**config.mk**
```make
export PLATFORM = sky130hd
export DESIGN_NAME = coc_cursor_overlay
export DESIGN_NICKNAME = d
export VERILOG_FILES = /design/src/coc_pkg.sv /design/src/coc_shape.sv /design/src/coc_cursor_overlay.sv
export SDC_FILE = /design/constraint.sdc
export NUM_CORES = 1
export LEC_CHECK = 0
export ABC_CLOCK_PERIOD_IN_PS = 6580
export BUFFER_PORTS_ARGS = -buffer_cell sky130_fd_sc_hd__buf_2
export CAP_MARGIN = 20
export CELL_PAD_IN_SITES_DETAIL_PLACEMENT = 0
export CELL_PAD_IN_SITES_GLOBAL_PLACEMENT = 1
export CORE_UTILIZATION = 30
export CTS_BUF_LIST = sky130_fd_sc_hd__clkbuf_4 sky130_fd_sc_hd__clkbuf_8
export CTS_CLUSTER_SIZE = 14
export DETAILED_ROUTE_END_ITERATION = 8
export PLACE_DENSITY = 0.6
export SLEW_MARGIN = 25
export SYNTH_ARGS = -nofsm -noshare
export SYNTH_HDL_FRONTEND = slang
export SYNTH_SLANG_ARGS = --single-unit
export TNS_END_PERCENT = 10
```
**constraint.sdc**
```tcl
create_clock -name clk_sys -period 6.58 [get_ports clk_sys]
set_input_delay 1.316 -clock clk_sys [delete_from_list [all_inputs] [get_ports clk_sys]]
set_output_delay 1.316 -clock clk_sys [all_outputs]
set_load 0.02 [all_outputs]
```
**src/coc_pkg.sv**
```systemverilog
/*
 * Shared constants and types for the cursor overlay control block:
 * register indices, field positions, reset values, pixel carrier.
 * Assumes an APB bus with 32-bit data; each register index sits at
 * byte address four times the index.
 */
package coc_pkg;

   // register indices, byte address is index * 4
   localparam logic [6:0] COC_IDX_SCAN  = 7'h12;
   localparam logic [6:0] COC_IDX_CTRL  = 7'h3C;
   localparam logic [6:0] COC_IDX_BLINK = 7'h3D;
   localparam logic [6:0] COC_IDX_TW    = 7'h3E;
   localparam logic [6:0] COC_IDX_TH    = 7'h3F;
   localparam logic [6:0] COC_IDX_XL    = 7'h40;
   localparam logic [6:0] COC_IDX_XH    = 7'h41;
   localparam logic [6:0] COC_IDX_YL    = 7'h42;
   localparam logic [6:0] COC_IDX_YH    = 7'h43;
   localparam logic [6:0] COC_IDX_CA    = 7'h44;
   localparam logic [6:0] COC_IDX_CB    = 7'h45;
   localparam logic [6:0] COC_IDX_ENL   = 7'h48;
   localparam logic [6:0] COC_IDX_STAT  = 7'h49;

   // field positions
   localparam int COC_CTRL_BLINK_EN = 0;
   localparam int COC_CTRL_TXT_EN   = 1;
   localparam int COC_CTRL_SEL_LO   = 2;
   localparam int COC_CTRL_GFX_EN   = 4;
   localparam int COC_SCAN_VREV     = 3;
   localparam int COC_ENL_H_LO      = 0;
   localparam int COC_ENL_V_LO      = 2;

   // reset values
   localparam logic [7:0] COC_RST_BLINK = 8'h00;
   localparam logic [4:0] COC_RST_TW    = 5'h07;
   localparam logic [4:0] COC_RST_TH    = 5'h00;
   localparam logic [12:0] COC_RST_POS  = 13'h0000;
   localparam logic [7:0] COC_RST_COL   = 8'h00;

   // graphic cursor is a fixed square
   localparam logic [12:0] COC_GFX_DIM = 13'h0020;

   // shape codes from the shape generator
   localparam logic [1:0] COC_SHP_NONE = 2'h0;
   localparam logic [1:0] COC_SHP_A    = 2'h1;
   localparam logic [1:0] COC_SHP_B    = 2'h2;

   typedef enum logic [1:0] {
      COC_SET_ARROW = 2'b00,
      COC_SET_CROSS = 2'b01,
      COC_SET_FRAME = 2'b10,
      COC_SET_BLOCK = 2'b11
   } coc_shape_t;

   // one pixel of the display stream
   typedef struct packed {
      logic        valid;
      logic [12:0] x;
      logic [12:0] y;
      logic [7:0]  rgb;
   } coc_pix_t;

endpackage

```
**src/coc_shape.sv**
```systemverilog
/*
 * Graphic cursor shape generator: maps an offset inside the 32x32
 * cursor square to transparent, colour a or colour b.
 * Assumes offsets are already known to lie inside the square.
 */
`timescale 1ns/1ps
module coc_shape
   import coc_pkg::*;
(
   input  wire logic [4:0] dx,
   input  wire coc_shape_t sel,
   input  wire logic [4:0] dy,
   output logic      [1:0] code
);

   logic edge_box;
   logic mid_col;
   logic mid_row;

   // borders and centre lines used by the cross, frame and block sets
   assign edge_box = (dx == 5'h00) || (dx == 5'h1F) || (dy == 5'h00) || (dy == 5'h1F);
   assign mid_col  = (dx == 5'h0F) || (dx == 5'h10);
   assign mid_row  = (dy == 5'h0F) || (dy == 5'h10);

   // shape lookup, drawn procedurally rather than stored
   always_comb
   begin
      code = COC_SHP_NONE;
      unique case (sel)
         COC_SET_ARROW:
         begin
            if (dx <= dy)
               code = ((dx == 5'h00) || (dx == dy) || (dy == 5'h1F)) ? COC_SHP_B : COC_SHP_A;
         end
         COC_SET_CROSS:
         begin
            if (mid_col || mid_row)
               code = COC_SHP_A;
         end
         COC_SET_FRAME:
         begin
            if (edge_box)
               code = COC_SHP_B;
         end
         COC_SET_BLOCK:
         begin
            code = edge_box ? COC_SHP_B : COC_SHP_A;
         end
      endcase
   end

endmodule // coc_shape

```
**src/coc_cursor_overlay.sv**
```systemverilog
/*
 * Cursor overlay control: APB register bank for the text and graphic
 * cursors, frame based blink timer, and a one stage overlay that
 * composites the graphic cursor while scan reversal is off, or the text cursor while graphic enable is off, into the pixel stream going to the panel.
 * Assumes the display pipeline supplies a pixel stream with x/y
 * coordinates, a one cycle frame start pulse at vertical sync, and
 * the text cursor position from the text engine, all on clk_sys.
 */
`timescale 1ns/1ps
module coc_cursor_overlay
   import coc_pkg::*;
(
   input  wire logic        clk_sys,
   input  wire logic        rst_n,
   // apb slave
   input  wire logic        psel,
   input  wire logic        penable,
   input  wire logic        pwrite,
   input  wire logic [11:0] paddr,
   input  wire logic [31:0] pwdata,
   output logic      [31:0] prdata,
   output logic             pready,
   output logic             pslverr,
   // display pipeline
   input  wire logic        frame_start,
   input  wire logic [12:0] text_cur_x,
   input  wire logic [12:0] text_cur_y,
   input  wire coc_pix_t    pix_in,
   output coc_pix_t         pix_out
);

   // register state
   logic [7:0]  blink_period_q;
   logic [4:0]  tw_q;
   logic [4:0]  th_q;
   logic [12:0] gx_q;
   logic [12:0] gy_q;
   logic [7:0]  col_a_q;
   logic [7:0]  col_b_q;
   logic        gfx_en_q;
   coc_shape_t  gfx_sel_q;
   logic        txt_en_q;
   logic        blink_en_q;
   logic        vrev_q;
   logic [1:0]  enl_h_q;
   logic [1:0]  enl_v_q;

   // blink state
   logic [7:0]  frame_cnt_q;
   logic        blink_vis_q;

   // bus state
   logic [31:0] prdata_q;
   logic        pready_q;
   logic        pslverr_q;
   logic [31:0] rd_d;
   logic        hit_d;
   logic [6:0]  idx;
   logic        setup;
   logic        wr_en;
   logic [7:0]  wb;

   // overlay signals
   logic        gfx_act;
   logic        txt_act;
   logic        txt_show;
   logic [12:0] gdx;
   logic [12:0] gdy;
   logic        g_hit;
   logic [1:0]  g_code;
   logic [7:0]  tw_eff;
   logic [7:0]  th_eff;
   logic [12:0] tdx;
   logic [12:0] tdy;
   logic        t_hit;
   coc_pix_t    pix_d;
   coc_pix_t    pix_q;

   // bus decode; only word aligned addresses inside the window are mapped
   assign idx   = paddr[8:2];
   assign setup = psel && !penable;
   assign wr_en = psel && penable && pready_q && pwrite && !pslverr_q;
   assign wb    = pwdata[7:0];

   // read mux, unmapped indices flag an error and read zero
   always_comb
   begin
      rd_d  = 32'h0000_0000;
      hit_d = (paddr[1:0] == 2'h0) && (paddr[11:9] == 3'h0);
      case (idx)
         COC_IDX_SCAN:  rd_d[COC_SCAN_VREV] = vrev_q;
         COC_IDX_CTRL:
         begin
            rd_d[COC_CTRL_BLINK_EN] = blink_en_q;
            rd_d[COC_CTRL_TXT_EN]   = txt_en_q;
            rd_d[COC_CTRL_SEL_LO +: 2] = gfx_sel_q;
            rd_d[COC_CTRL_GFX_EN]   = gfx_en_q;
         end
         COC_IDX_BLINK: rd_d[7:0] = blink_period_q;
         COC_IDX_TW:    rd_d[4:0] = tw_q;
         COC_IDX_TH:    rd_d[4:0] = th_q;
         COC_IDX_XL:    rd_d[7:0] = gx_q[7:0];
         COC_IDX_XH:    rd_d[4:0] = gx_q[12:8];
         COC_IDX_YL:    rd_d[7:0] = gy_q[7:0];
         COC_IDX_YH:    rd_d[4:0] = gy_q[12:8];
         COC_IDX_CA:    rd_d[7:0] = col_a_q;
         COC_IDX_CB:    rd_d[7:0] = col_b_q;
         COC_IDX_ENL:
         begin
            rd_d[COC_ENL_H_LO +: 2] = enl_h_q;
            rd_d[COC_ENL_V_LO +: 2] = enl_v_q;
         end
         COC_IDX_STAT:
         begin
            rd_d[0]    = blink_vis_q;
            rd_d[1]    = gfx_act;
            rd_d[2]    = txt_show;
            rd_d[15:8] = frame_cnt_q;
         end
         default:       hit_d = 1'b0;
      endcase
   end

   // apb answer: sampled in setup, ready for exactly one access cycle
   always_ff @(posedge clk_sys)
   begin
      if (!rst_n)
      begin
         prdata_q  <= 32'h0000_0000;
         pready_q  <= 1'b0;
         pslverr_q <= 1'b0;
      end
      else
      begin
         pready_q  <= setup;
         pslverr_q <= setup && !hit_d;
         if (setup)
            prdata_q <= (pwrite || !hit_d) ? 32'h0000_0000 : rd_d; // refused reads give 0
      end
   end

   // cursor control bits
   always_ff @(posedge clk_sys)
   begin
      if (!rst_n)
      begin
         gfx_en_q   <= 1'b0;
         gfx_sel_q  <= COC_SET_ARROW;
         txt_en_q   <= 1'b0;
         blink_en_q <= 1'b0;
         vrev_q     <= 1'b0;
         enl_h_q    <= 2'h0;
         enl_v_q    <= 2'h0;
      end
      else if (wr_en)
      begin
         if (idx == COC_IDX_CTRL)
         begin
            gfx_en_q   <= wb[COC_CTRL_GFX_EN];
            gfx_sel_q  <= coc_shape_t'(wb[COC_CTRL_SEL_LO +: 2]);
            txt_en_q   <= wb[COC_CTRL_TXT_EN];
            blink_en_q <= wb[COC_CTRL_BLINK_EN];
         end
         if (idx == COC_IDX_SCAN)
            vrev_q <= wb[COC_SCAN_VREV];
         if (idx == COC_IDX_ENL)
         begin
            enl_h_q <= wb[COC_ENL_H_LO +: 2];
            enl_v_q <= wb[COC_ENL_V_LO +: 2];
         end
      end
   end

   // text cursor size and blink period; size bits 7..5 are not stored
   always_ff @(posedge clk_sys)
   begin
      if (!rst_n)
      begin
         blink_period_q <= COC_RST_BLINK;
         tw_q           <= COC_RST_TW;
         th_q           <= COC_RST_TH;
      end
      else if (wr_en)
      begin
         if (idx == COC_IDX_BLINK)
            blink_period_q <= wb;
         if (idx == COC_IDX_TW)
            tw_q <= wb[4:0];
         if (idx == COC_IDX_TH)
            th_q <= wb[4:0];
      end
   end

   // graphic cursor position, each byte written on its own
   always_ff @(posedge clk_sys)
   begin
      if (!rst_n)
      begin
         gx_q <= COC_RST_POS;
         gy_q <= COC_RST_POS;
      end
      else if (wr_en)
      begin
         if (idx == COC_IDX_XL)
            gx_q[7:0] <= wb;
         if (idx == COC_IDX_XH)
            gx_q[12:8] <= wb[4:0];
         if (idx == COC_IDX_YL)
            gy_q[7:0] <= wb;
         if (idx == COC_IDX_YH)
            gy_q[12:8] <= wb[4:0];
      end
   end

   // graphic cursor colours, kept as packed RRRGGGBB
   always_ff @(posedge clk_sys)
   begin
      if (!rst_n)
      begin
         col_a_q <= COC_RST_COL;
         col_b_q <= COC_RST_COL;
      end
      else if (wr_en)
      begin
         if (idx == COC_IDX_CA)
            col_a_q <= wb;
         if (idx == COC_IDX_CB)
            col_b_q <= wb;
      end
   end

   // blink timer: a phase lasts period+1 frames, restarted when blink is off
   always_ff @(posedge clk_sys)
   begin
      if (!rst_n)
      begin
         frame_cnt_q <= 8'h00;
         blink_vis_q <= 1'b1;
      end
      else if (!blink_en_q)
      begin
         frame_cnt_q <= 8'h00;
         blink_vis_q <= 1'b1;
      end
      else if (frame_start)
      begin
         if (frame_cnt_q == blink_period_q)
         begin
            frame_cnt_q <= 8'h00;
            blink_vis_q <= !blink_vis_q;
         end
         else
            frame_cnt_q <= frame_cnt_q + 8'h01;
      end
   end

   // cursor arbitration; graphic enable alone silences the text cursor
   assign gfx_act  = gfx_en_q && !vrev_q;
   assign txt_act  = txt_en_q && !gfx_en_q;
   assign txt_show = txt_act && blink_vis_q;

   // graphic cursor hit test over its 32x32 square
   assign gdx   = pix_in.x - gx_q;
   assign gdy   = pix_in.y - gy_q;
   assign g_hit = (pix_in.x >= gx_q) && (pix_in.y >= gy_q)
                  && (gdx < COC_GFX_DIM) && (gdy < COC_GFX_DIM);

   coc_shape u_shape
   (
      .dx   (gdx[4:0]),
      .sel  (gfx_sel_q),
      .dy   (gdy[4:0]),
      .code (g_code)
   );

   // text cursor size after enlargement, at most 32 x 4 = 128 pixels
   assign tw_eff = 8'((6'(tw_q) + 6'h01) * (3'(enl_h_q) + 3'h1));
   assign th_eff = 8'((6'(th_q) + 6'h01) * (3'(enl_v_q) + 3'h1));
   assign tdx    = pix_in.x - text_cur_x;
   assign tdy    = pix_in.y - text_cur_y;
   assign t_hit  = (pix_in.x >= text_cur_x) && (pix_in.y >= text_cur_y)
                   && (tdx < {5'h00, tw_eff}) && (tdy < {5'h00, th_eff});

   // composite: graphic colours replace, text cursor inverts the pixel
   always_comb
   begin
      pix_d = pix_in;
      if (gfx_act && g_hit && (g_code == COC_SHP_A))
         pix_d.rgb = col_a_q;
      else if (gfx_act && g_hit && (g_code == COC_SHP_B))
         pix_d.rgb = col_b_q;
      else if (txt_show && t_hit)
         pix_d.rgb = ~pix_in.rgb;
   end

   // one stage of latency keeps the panel output straight from a flop
   always_ff @(posedge clk_sys)
   begin
      if (!rst_n)
         pix_q <= '0;
      else
         pix_q <= pix_d;
   end

   assign prdata  = prdata_q;
   assign pready  = pready_q;
   assign pslverr = pslverr_q;
   assign pix_out = pix_q;

endmodule // coc_cursor_overlay

```
After elaboration in Yosys (flattened, before gate mapping)

Cells that the tools add are included.

Output and inout bits: 69
Word-level logic and storage cells: 144
Flip-flop bits (word level): 148
Input bits: 111

Reduce and logical (&&, ||, !) cells: 55
Add/sub/neg operators: 9
Order comparisons: 9
Equality and inequality tests: 26
Bitwise operators: 1
$mul: 2
Muxes and demuxes: 17

Operators with widths:

| operator                                                              | number |
|---|---|
| 7-bit equality test, second input constant                            | 8 |
| 13-bit >= comparator                                                  | 4 |
| 13-bit subtractor                                                     | 4 |
| 8-bit 2-to-1 mux                                                      | 5 |
| 3-bit one-hot mux with 12 select lines                                | 1 |
| 7-bit by 6-bit equality test with 1-bit output, second input constant | 4 |
| 2-bit AND reduction                                                   | 14 |
| 13-bit by 6-bit < comparator with 1-bit output, second input constant | 2 |
| 13-bit by 8-bit < comparator with 1-bit output                        | 2 |
| 5-bit equality test, second input constant                            | 4 |
| 1-bit logical AND                                                     | 20 |
| 6-bit by 3-bit multiplier with 8-bit output                           | 2 |
| 16-bit 2-to-1 mux                                                     | 1 |
| 3-bit one-hot mux with 5 select lines                                 | 1 |
| 13-bit OR reduction                                                   | 1 |
| 5-bit by 1-bit adder with 6-bit output, second input constant         | 2 |
| 1-bit one-hot mux with 12 select lines                                | 1 |
| 5-bit by 4-bit equality test with 1-bit output, second input constant | 2 |
| 5-bit logical NOT                                                     | 2 |
| 1-bit one-hot mux with 10 select lines                                | 1 |
| 1-bit logical OR                                                      | 9 |
| 8-bit by 1-bit adder with 8-bit output, second input constant         | 1 |
| 8-bit equality test                                                   | 1 |
| 2-bit 2-to-1 mux                                                      | 4 |
| other kinds (12)                                                      | 23 |

Logic depth before layout (Yosys ltp)

Gate-level depths: netlist (run 1).

Depth after elaboration: 11
Mapped depth: 22
Gate-level depth less buffers: 22

Cells and area by module

A second synthesis (run 1) with hierarchy kept.

Cells, all modules: 1,260
Area, all modules: 10,232.3 sq um

By module, submodules not included:

| module             | cells each | seq. area each (sq um) | instances | area an instance (sq um) |
|---|---|---|---|---|
| coc_cursor_overlay | 1,226      | 2,642.5                | 1         | 9,970.8 |
| coc_shape          | 34         | 0.0                    | 1         | 261.5 |

Worst setup path after synthesis (run 1)

No wires, ideal clock.

Kind: input to register
Start point: in pix_in[21] (netlist name)
End point: reg pix_q (netlist bit pix_out[2])
Buffers on the path: 0
Setup time: 0.122 ns
Stages on the path: 18
Setup slack: 1.635 ns
Arrival: 4.823 ns
Cell sequence: inv_1 > ha_1 > inv_1 > fa_1 > a21o_1 > a22o_1 > nor2_1 > xnor2_1 > ha_1 > a211oi_1 > nand2_1 > a31oi_1 > o2111ai_1 > or4_1 > nor4_4 > xnor2_1 > nor3_1 > a221o_1

Longest elaborated chain between the ends: 11
Elaborated cells on any way between the ends: 40
Classes of those cells: add/sub (2); order compare (5); eq/ne (6); mux (9); reduce/logical (18)

Ends and longest elaborated chain:

| what                                                 | RTL line                                          | text |
|---|---|---|
| start, declared                                      | coc_cursor_overlay.sv:28                          | `input wire coc_pix_t pix_in,` |
| 13-bit subtractor                                    | coc_cursor_overlay.sv:263                         | `assign gdx = pix_in.x - gx_q;` |
| 5-bit equality test, or another cell as far along    | coc_shape.sv:33                                   | `code = ((dx == 5'h00) \|\| (dx == dy) \|\| (dy == 5'h1F)) ? COC_SHP_B : COC_SHP_A;` |
| 1-bit logical OR (on tied branches) (2 in series)    | coc_shape.sv:33, coc_shape.sv:21                  |  |
| 2-bit 2-to-1 mux or 1-bit logical OR (tied branches) | coc_shape.sv:33, coc_shape.sv:21                  |  |
| 2-bit 2-to-1 mux (on tied branches)                  | coc_shape.sv:32, coc_shape.sv:42, coc_shape.sv:47 |  |
| 2-bit one-hot mux with 4 select lines                | coc_shape.sv:29                                   | `unique case (sel)` |
| 2-bit equality test                                  | coc_cursor_overlay.sv:290                         | `else if (gfx_act && g_hit && (g_code == COC_SHP_B))` |
| 1-bit logical AND                                    | coc_cursor_overlay.sv:290                         |  |
| 8-bit 2-to-1 mux                                     | coc_cursor_overlay.sv:290                         |  |
| 8-bit 2-to-1 mux *                                   | coc_cursor_overlay.sv:288                         | `if (gfx_act && g_hit && (g_code == COC_SHP_A))` |
| end signal, assigned                                 | coc_cursor_overlay.sv:302                         | `pix_q <= pix_d;` |
| end, declared                                        | coc_cursor_overlay.sv:77                          | `coc_pix_t pix_q;` |

Every way passes the cells marked *; elsewhere a longest branch is shown, timed or not.
A chain may end at the register's enable or synchronous reset.

Worst setup path after layout (run 1)

Start point: reg th_q[0]
End point: reg pix_q (netlist bit pix_out[4])

Longest elaborated chain between the ends: 8

Ends and longest elaborated chain:

| what                                           | RTL line                  | text |
|---|---|---|
| start, declared                                | coc_cursor_overlay.sv:35  | `logic [4:0] th_q;` |
| start signal, assigned                         | coc_cursor_overlay.sv:190 | `th_q <= wb[4:0];` |
| 5-bit by 1-bit adder with 6-bit output         | coc_cursor_overlay.sv:278 | `assign th_eff = 8'((6'(th_q) + 6'h01) * (3'(enl_v_q) + 3'h1));` |
| 6-bit by 3-bit multiplier with 8-bit output    | coc_cursor_overlay.sv:278 |  |
| 13-bit by 8-bit < comparator with 1-bit output | coc_cursor_overlay.sv:282 | `&& (tdx < {5'h00, tw_eff}) && (tdy < {5'h00, th_eff});` |
| 1-bit logical AND                              | coc_cursor_overlay.sv:282 |  |
| 1-bit logical AND                              | coc_cursor_overlay.sv:292 | `else if (txt_show && t_hit)` |
| 8-bit 2-to-1 mux                               | coc_cursor_overlay.sv:292 |  |
| 8-bit 2-to-1 mux                               | coc_cursor_overlay.sv:290 |  |
| 8-bit 2-to-1 mux                               | coc_cursor_overlay.sv:288 |  |

Every way passes these cells.

==> results of run 1 <==
[area by class of cell]
type / instances / share of cell area (%)
inverter: 98 / 3.11
tap: 448 / 4.73
clock buffer: 17 / 1.98
multi-input combinational: 967 / 60.0
timing repair buffer: 148 / 6.44
clock inverter: 15 / 1.39
sequential: 132 / 22.3
[layer usage]
metal,up-vias,track usage [%],wire length [um]
li1,4626,-,-
met1,4296,25.7,16200
met2,193,31.0,15500
met3,26,2.34,1050
met4,0,4.32,459
met5,-,0,0
[placed cells by master, fill, tap and decap left out, types with 14 or more instances in the layout]
| cell type | count |
|---|---|
| nor3_1 | 31 |
| dfxtp_1 | 132 |
| clkbuf_8 | 17 |
| a21o_1 | 16 |
| mux2i_1 | 79 |
| a21oi_1 | 49 |
| nand2b_1 | 30 |
| xnor2_1 | 29 |
| ha_1 | 90 |
| nand4_1 | 15 |
| o21ai_0 | 34 |
| nor2_1 | 70 |
| a22oi_1 | 24 |
| xor2_1 | 33 |
| buf_2 | 139 |
| nand2_1 | 73 |
| conb_1 | 16 |
| fa_1 | 14 |
| nor2b_1 | 94 |
| inv_1 | 98 |
| nand3_1 | 26 |
| and2_1 | 32 |
[cells in the mapped netlist, drive strengths merged, types with 6 or more instances]
library cell  count
dfxtp           132
inv              98
nor2b            94
ha               90
mux2i            79
nand2            73
nor2             71
a21oi            50
clkbuf           39
o21ai            38
xor2             33
and2             32
nor3             31
nand2b           30
xnor2            29
nand3            26
a22oi            24
buf              22
a21o             16
nand4            15
fa               14
a211oi           13
o21a             13
or3              11
or4              11
or2              10
nor4              9
a221o             8
a31oi             8
nor3b             8
o22ai             8
a221oi            7
o21bai            7
and3              6
o211ai            6
[worst min-delay path by stage]
stage | to | depth (start not counted) | startpoint | slack (ns)
after floorplan | blink_vis_q | 1 | blink_en_q | 0.39
after global placement | blink_vis_q | 1 | blink_en_q | 0.42
after detailed placement | blink_vis_q | 1 | blink_en_q | 0.43
after CTS | blink_vis_q | 1 | blink_en_q | 0.46
after global routing | blink_vis_q | 1 | blink_en_q | 0.48
final | blink_vis_q | 1 | blink_en_q | 0.45
[power by group through the flow]
stage          Sequential, W  Clock [W]  Combinational [W]
4_1_cts             0.000813   0.000748           0.000453
3_5_place_dp        0.000832          0           0.000450
5_1_grt             0.000814   0.000782           0.000500
3_3_place_gp        0.000832          0           0.000449
2_1_floorplan       0.000847          0           0.000300
6_report            0.000813   0.000723           0.000451
[metrics by stage]
step / setup slack [ns] / cells / cell area (um2) / hold WS [ns] / total power [W]
3_5_place_dp: 1.08 / 1793 / 11400 / 0.432 / 0.00128
6_report: 1.24 / 1825 / 11800 / 0.452 / 0.00199
4_1_cts: 1.21 / 1825 / 11800 / 0.457 / 0.00201
5_1_grt: 0.854 / 1825 / 11800 / 0.485 / 0.00210
3_3_place_gp: 1.08 / 1793 / 11400 / 0.423 / 0.00128
2_1_floorplan: 1.64 / 1258 / 10400 / 0.394 / 0.00115
[cell families after synthesis]
| logic type | count (synthesis) | share of synthesized area (%) |
|---|---|---|
| AO/OA/AOI/OAI | 250 | 17.0 |
| XOR/XNOR | 62 | 5.24 |
| adder cells (fa/ha/maj) | 104 | 13.6 |
| buffers and inverters | 159 | 6.39 |
| flip-flops | 132 | 25.5 |
| multiplexers | 80 | 7.74 |
| other | 1 | 0.0362 |
| AND/OR/NAND/NOR | 455 | 24.5 |
[state kept, by name (all words and copies together), names as in the netlist, 2 cells and up]
signal	count
col_a_q	8
enl_v_q	2
col_b_q	8
blink_period_q	8
th_q	5
frame_cnt_q	8
gfx_sel_q	2
pix_out	35
prdata	16
gy_q	13
tw_q	5
enl_h_q	2
gx_q	13
[worst max-delay path: cells and delay by family, from the launching register on]
family / cells / cell delay (ns)
xor gates and xnor gates: 3 / 0.55
AOI/OAI and AO/OA: 6 / 1.07
adders and majority gates: 4 / 1.31
and+or+nand+nor: 7 / 1.41
buffers and inverters: 2 / 0.32
DFF: 1 / 0.54
==> run summary, run 1 <==
layout cells sized above 1 -> 14.7%
Switching Fraction -> 34.4%
DR WL/cell -> 18.2 um
fin crit period -> 5.34 ns
DIE AREA -> 35300 um2
Final setup viols -> 0
Crit Path Class -> reg2reg
PortBufs -> 139
Rows -> 67
share of power burned in registers -> 40.9%
Clock Skew -> 0.0141 ns
RR Startpoint -> th_q[0]
GPL Wtd Cong -> 0.879
post-synthesis register bit count -> 132
most used cell, CP -> ha_1
Worst path slowest cell -> fa_1
Die Width -> 188 um
Synth-to-Final Area Change -> 14.3%
Longest Clk Path Bufs -> 2
Final ANT Viol Nets -> 0
GRT overflow -> 0
crit path capture -> pix_out[4]
area taken by flip-flops and latches -> 2640 um2
FMAX -> 0.187 GHz
worst reg-to-reg setup slack -> 1.24 ns
cts repair resizes -> 0
Comb power frac -> 22.7%
Max IR drop VDD -> 0.110 mV
Final Cycle Share -> 81.1%
synth warn -> 0
first-pass GRT wire length -> 51400 um
Avg Cell Area, Syn -> 8.33 um2
gr usage total -> 18.7%
post-DR vias/cell -> 5.01
Cell variety after synth -> 80
Max Slew Vio Count -> 0
Worst setup EP type -> flop
r2r worst-path depth -> 22
Die Height -> 188 um
Max Cap Viol -> 0
Sum Neg Setup Slack -> 0 ns
Slew headroom -> 30.4%
Num CTS Buffers -> 17
register area share after synthesis -> 25.5%
initial antenna violation count -> 1
Max FO, Critical Path -> 8
internal power -> 0.00130 W
vias in the first global route -> 8859
root buffer cell -> clkbuf_8
cts hold-fix bufs -> 0
vias post-DR -> 9141
pwr dens -> 168 nW/um2
Reg clk slew, reported paths -> 0.10 ns
n_diodes -> 0
critical path data arrival time -> 5.69 ns
Initial Util -> 30.7%
CORE AREA -> 33800 um2
pin count of the biggest net entering global routing -> 91
DRT Wirelength -> 33200 um
Post-synth EDFFs -> 0
worst skew pair latency -> 0.47 ns
Final #Nets -> 1579
cell taking the most area after synthesis -> dfxtp_1
Worst Tran Pin Value -> 1.04 ns
Gate Count Post-Synth -> 1243
Top FF cell, synth -> dfxtp_1
Required @ worst endpoint -> 6.93 ns
num ports -> 180
Worst setup SP type -> flop
1st-iter DRT viols -> 564
Cell Area, Synth -> 10400 um2
CTS tree -> built
clock share of power -> 36.4%
Yosys top cell area share -> 25.5%
Leak -> 4.79 nW
fill cell count -> 3583
RSZ-0062 raised after global routing -> false
multi-input logic area -> 7110 um2
Post-CTS Setup Bufs -> 0
crit path from -> th_q[0]
largest cells by area after synthesis -> dfxtp_1 26%, ha_1 11%, mux2i_1 7.6%
htree depth -> 4
status -> finished, final reports clean
max incr delay on CP -> 0.58 ns
CP Cell Sequence -> ha_1 > xor2_1 > nand2_1 > fa_1 > inv_1 > ha_1 > a21o_1 > a21oi_1 > o21bai_1 > a21oi_1 > xnor2_1 > ha_1 > nor2_1 > nand3_1 > nor4_1 > o2111ai_1 > or4_1 > nor4_4 > buf_4 > xnor2_1 > nor3_1 > a221o_1
DRC violations left -> 0
hold crit path type -> reg2reg
asr flop ratio synth -> 0%
Clock Sinks -> 132
Reg-to-Reg End -> pix_out[4]
sw power -> 0.000684 W
DP HPWL -> 26200 um
Layout Utilization -> 35.1%
final hold violation count -> 0
1st-pass router iterations -> 5
(Power assumes the default switching activity.)
==> run 2, diff against run 1 <==
- ABC_AREA: default -> 1
- ABC_CLOCK_PERIOD_IN_PS: 6580 -> 4900
- PLACE_DENSITY: 0.6 -> 0.65
- clock period: 6.58 -> 4.9 ns (I/O delays scaled with it)
==> run 2 against run 1 <==
Core utilization is 0.24 points lower. Clock skew grew 0.011 ns. Synthesized cell count grew 31%. First-iteration DRC count is 39% higher. Power grew 32%. Critical path type unchanged. Largest cell class unchanged.
==> run summary, run 2 <==
status -> finished, final reports clean (unchanged)
area taken by flip-flops and latches -> 2640 um2 (unchanged)
max incr delay on CP -> 0.50 ns (was 0.58 ns)
Max IR drop VDD -> 0.168 mV (was 0.110 mV)
vias in the first global route -> 10.1k (was 8859)
top-count cell post-synth -> nand2_1 (was dfxtp_1)
gr usage total -> 20.3% (was 18.7%)
Initial Util -> 30.4% (was 30.7%)
num ports -> 180 (unchanged)
Longest Clk Path Bufs -> 2 (unchanged)
r2r worst-path depth -> 29 (was 22)
worst reg-to-reg setup slack -> 0.61 ns (was 1.24 ns)
Largest delay share family, worst path -> simple AND/OR/NAND/NOR gates (unchanged)
DRT Wirelength -> 35400 um (was 33200 um)
largest cells by area after synthesis -> dfxtp_1 25%, nand2_1 13%, inv_1 11% (was dfxtp_1 26%, ha_1 11%, mux2i_1 7.6%)
1st-pass router iterations -> 5 (unchanged)
RR Startpoint -> tw_q[2] (was th_q[0])
Worst setup EP type -> flop (unchanged)
fill cell count -> 3812 (was 3583)
placed cell area -> 11600 um2 (was 11400 um2)
PortBufs -> 139 (unchanged)
layout cells sized above 1 -> 11.9% (was 14.7%)
Num CTS Buffers -> 17 (unchanged)
most used cell, CP -> nand2_1 (was ha_1)
most frequent cells in the layout -> 373 x nand2_1, 316 x inv_1, 139 x buf_2, 134 x nand3_1, 132 x dfxtp_1 (was 139 x buf_2, 132 x dfxtp_1, 98 x inv_1, 94 x nor2b_1, 90 x ha_1)
Final #Nets -> 1982 (was 1579)
pin count of the biggest net entering global routing -> 59 (was 91)
most common cell after layout, fill and taps aside -> nand2_1 (was buf_2)
RSZ-0062 raised after global routing -> false (unchanged)
Crit Path Class -> reg2reg (unchanged)
Die Height -> 189 um (was 188 um)
Slew headroom -> 41.4% (was 30.4%)
Synth-to-Final Area Change -> 14.4% (was 14.3%)
Cell Area, Synth -> 10500 um2 (was 10400 um2)
Final ANT Viol Nets -> 0 (unchanged)
n_diodes -> 0 (unchanged)
Worst Tran Pin Value -> 0.876 ns (was 1.04 ns)
CORE AREA -> 34500 um2 (was 33800 um2)
Post-synth EDFFs -> 0 (unchanged)
cell taking the most area after synthesis -> dfxtp_1 (unchanged)
critical path data arrival time -> 4.66 ns (was 5.69 ns)
multi-input logic area -> 6470 um2 (was 7110 um2)
Synth top cells by count -> 373 x nand2_1, 316 x inv_1, 134 x nand3_1 (was 132 x dfxtp_1, 98 x inv_1, 94 x nor2b_1)
Top FF cell, synth -> dfxtp_1 (unchanged)
GRT overflow -> 0 (unchanged)
worst skew pair latency -> 0.50 ns (was 0.47 ns)
fin crit period -> 4.29 ns (was 5.34 ns)
WHS Endpoint -> prdata[2] (was blink_vis_q)
htree depth -> 4 (unchanged)
cts hold-fix bufs -> 0 (unchanged)
root buffer cell -> clkbuf_8 (unchanged)
DRC violations left -> 0 (unchanged)
Sum Neg Setup Slack -> 0 ns (unchanged)
Avg Cell Area, Syn -> 6.45 um2 (was 8.33 um2)
DIE AREA -> 35700 um2 (was 35300 um2)
Yosys top cell area share -> 25.2% (was 25.5%)
post-DR vias/cell -> 4.77 (was 5.01)
Max FO, Critical Path -> 8 (unchanged)
CTS tree -> built (unchanged)
Gate Count Post-Synth -> 1625 (was 1243)
Hold Crit Depth -> 2 (was 1)
Final Cycle Share -> 87.4% (was 81.1%)
Max Slew Vio Count -> 0 (unchanged)
Die Width -> 189 um (was 188 um)
FMAX -> 0.233 GHz (was 0.187 GHz)
Worst setup SP type -> flop (unchanged)
final instance area -> 12000 um2 (was 11800 um2)
Reg-to-Reg End -> pix_out[4] (unchanged)
Clock Skew -> 0.0253 ns (was 0.0141 ns)
vias post-DR -> 10.7k (was 9141)
setup ws final -> 0.615 ns (was 1.24 ns)
Cell variety after synth -> 52 (was 80)
first-pass GRT wire length -> 55800 um (was 51400 um)
Required @ worst endpoint -> 5.28 ns (was 6.93 ns)
post-synthesis register bit count -> 132 (unchanged)
Max Cap Viol -> 0 (unchanged)
HP Start -> prdata[2] (was blink_en_q)
pre-CTS WS -> 0.401 ns (was 1.08 ns)
1st-iter DRT viols -> 784 (was 564)
Leak -> 6.12 nW (was 4.79 nW)
Rows -> 68 (was 67)
Clock Sinks -> 132 (unchanged)
buffers and inverters on the worst path -> 4 (was 2)
GPL Wtd Cong -> 0.874 (was 0.879)
synth warn -> 0 (unchanged)
register area share after synthesis -> 25.2% (was 25.5%)
DP HPWL -> 29300 um (was 26200 um)
final hold violation count -> 0 (unchanged)
asr flop ratio synth -> 0% (unchanged)
pwr dens -> 218 nW/um2 (was 168 nW/um2)
DR WL/cell -> 15.8 um (was 18.2 um)
Final setup viols -> 0 (unchanged)
hold crit path type -> reg2reg (unchanged)
Worst path slowest cell -> fa_1 (unchanged)
Largest register FFs -> 35 (unchanged)
initial antenna violation count -> 0 (was 1)
Reg clk slew, reported paths -> 0.09 ns (was 0.10 ns)
==> run 2: power breakdown <==
part           switching, W  internal (W)
clock network      0.000504      0.000404
logic              0.000409      0.000210
registers        0.00000381       0.00109
==> run 2: routing by layer <==
metal  wire [um]  GRT usage [%]
met2       16000           33.2
met3        1450           2.26
met5           0              0
met1       17200           27.6
met4         754           6.73
==> run 2: cells by family after synthesis <==
family                     Yosys count  synth area share (%)
AOI/OAI and AO/OA                  269                  14.7
xor gates and xnor gates            35                  2.99
adders and majority gates          104                  13.4
buffers and inverters              361                  13.6
DFF                                132                  25.2
muxes                                1                0.0954
other                                1                0.0358
and+or+nand+nor                    722                  30.0
==> run 2: how the worst max path moves through the flow <==
stage	start	end	slack [ns]	depth (start not counted)
after CTS	tw_q[2]	pix_out[1]	0.42	29
after global placement	pix_in[21]	pix_out[5]	0.44	23
final	tw_q[2]	pix_out[4]	0.61	29
after floorplan	tw_q[0]	pix_out[0]	1.28	27
after detailed placement	pix_in[21]	pix_out[5]	0.40	23
after global routing	tw_q[2]	pix_out[4]	0.04	29
==> run 2: layout make-up <==
type	instances	area share (%)
multi-input combinational	1147	54.0
inverter	325	10.2
tap	455	4.74
timing repair buffer	144	6.11
clock buffer	17	1.95
clock inverter	14	1.05
sequential	132	22.0
==> run 2: repair_timing <==
item	CTS	global route
endpoints found under the setup margin	0	7
setup buffers	0	1
gates resized for setup	0	0
endpoints found under the hold margin	0	0
==> run 2: worst min-delay path: cells and delay by family (launching register included) <==
family	cells	cell delay, ns
flops	1	0.32
simple gates	1	0.06
compound gates	1	0.06
==> run 2: per-stage QoR <==
stage / hold WS [ns] / utilization, % / cells / total power (W)
after global routing: 0.490 / 34.8 / 2234 / 0.00278
after detailed placement: 0.458 / 33.8 / 2202 / 0.00174
after global placement: 0.454 / 33.8 / 2202 / 0.00173
final: 0.468 / 34.8 / 2234 / 0.00262
after floorplan: 0.445 / - / 1640 / 0.00155
after CTS: 0.471 / 34.8 / 2233 / 0.00266
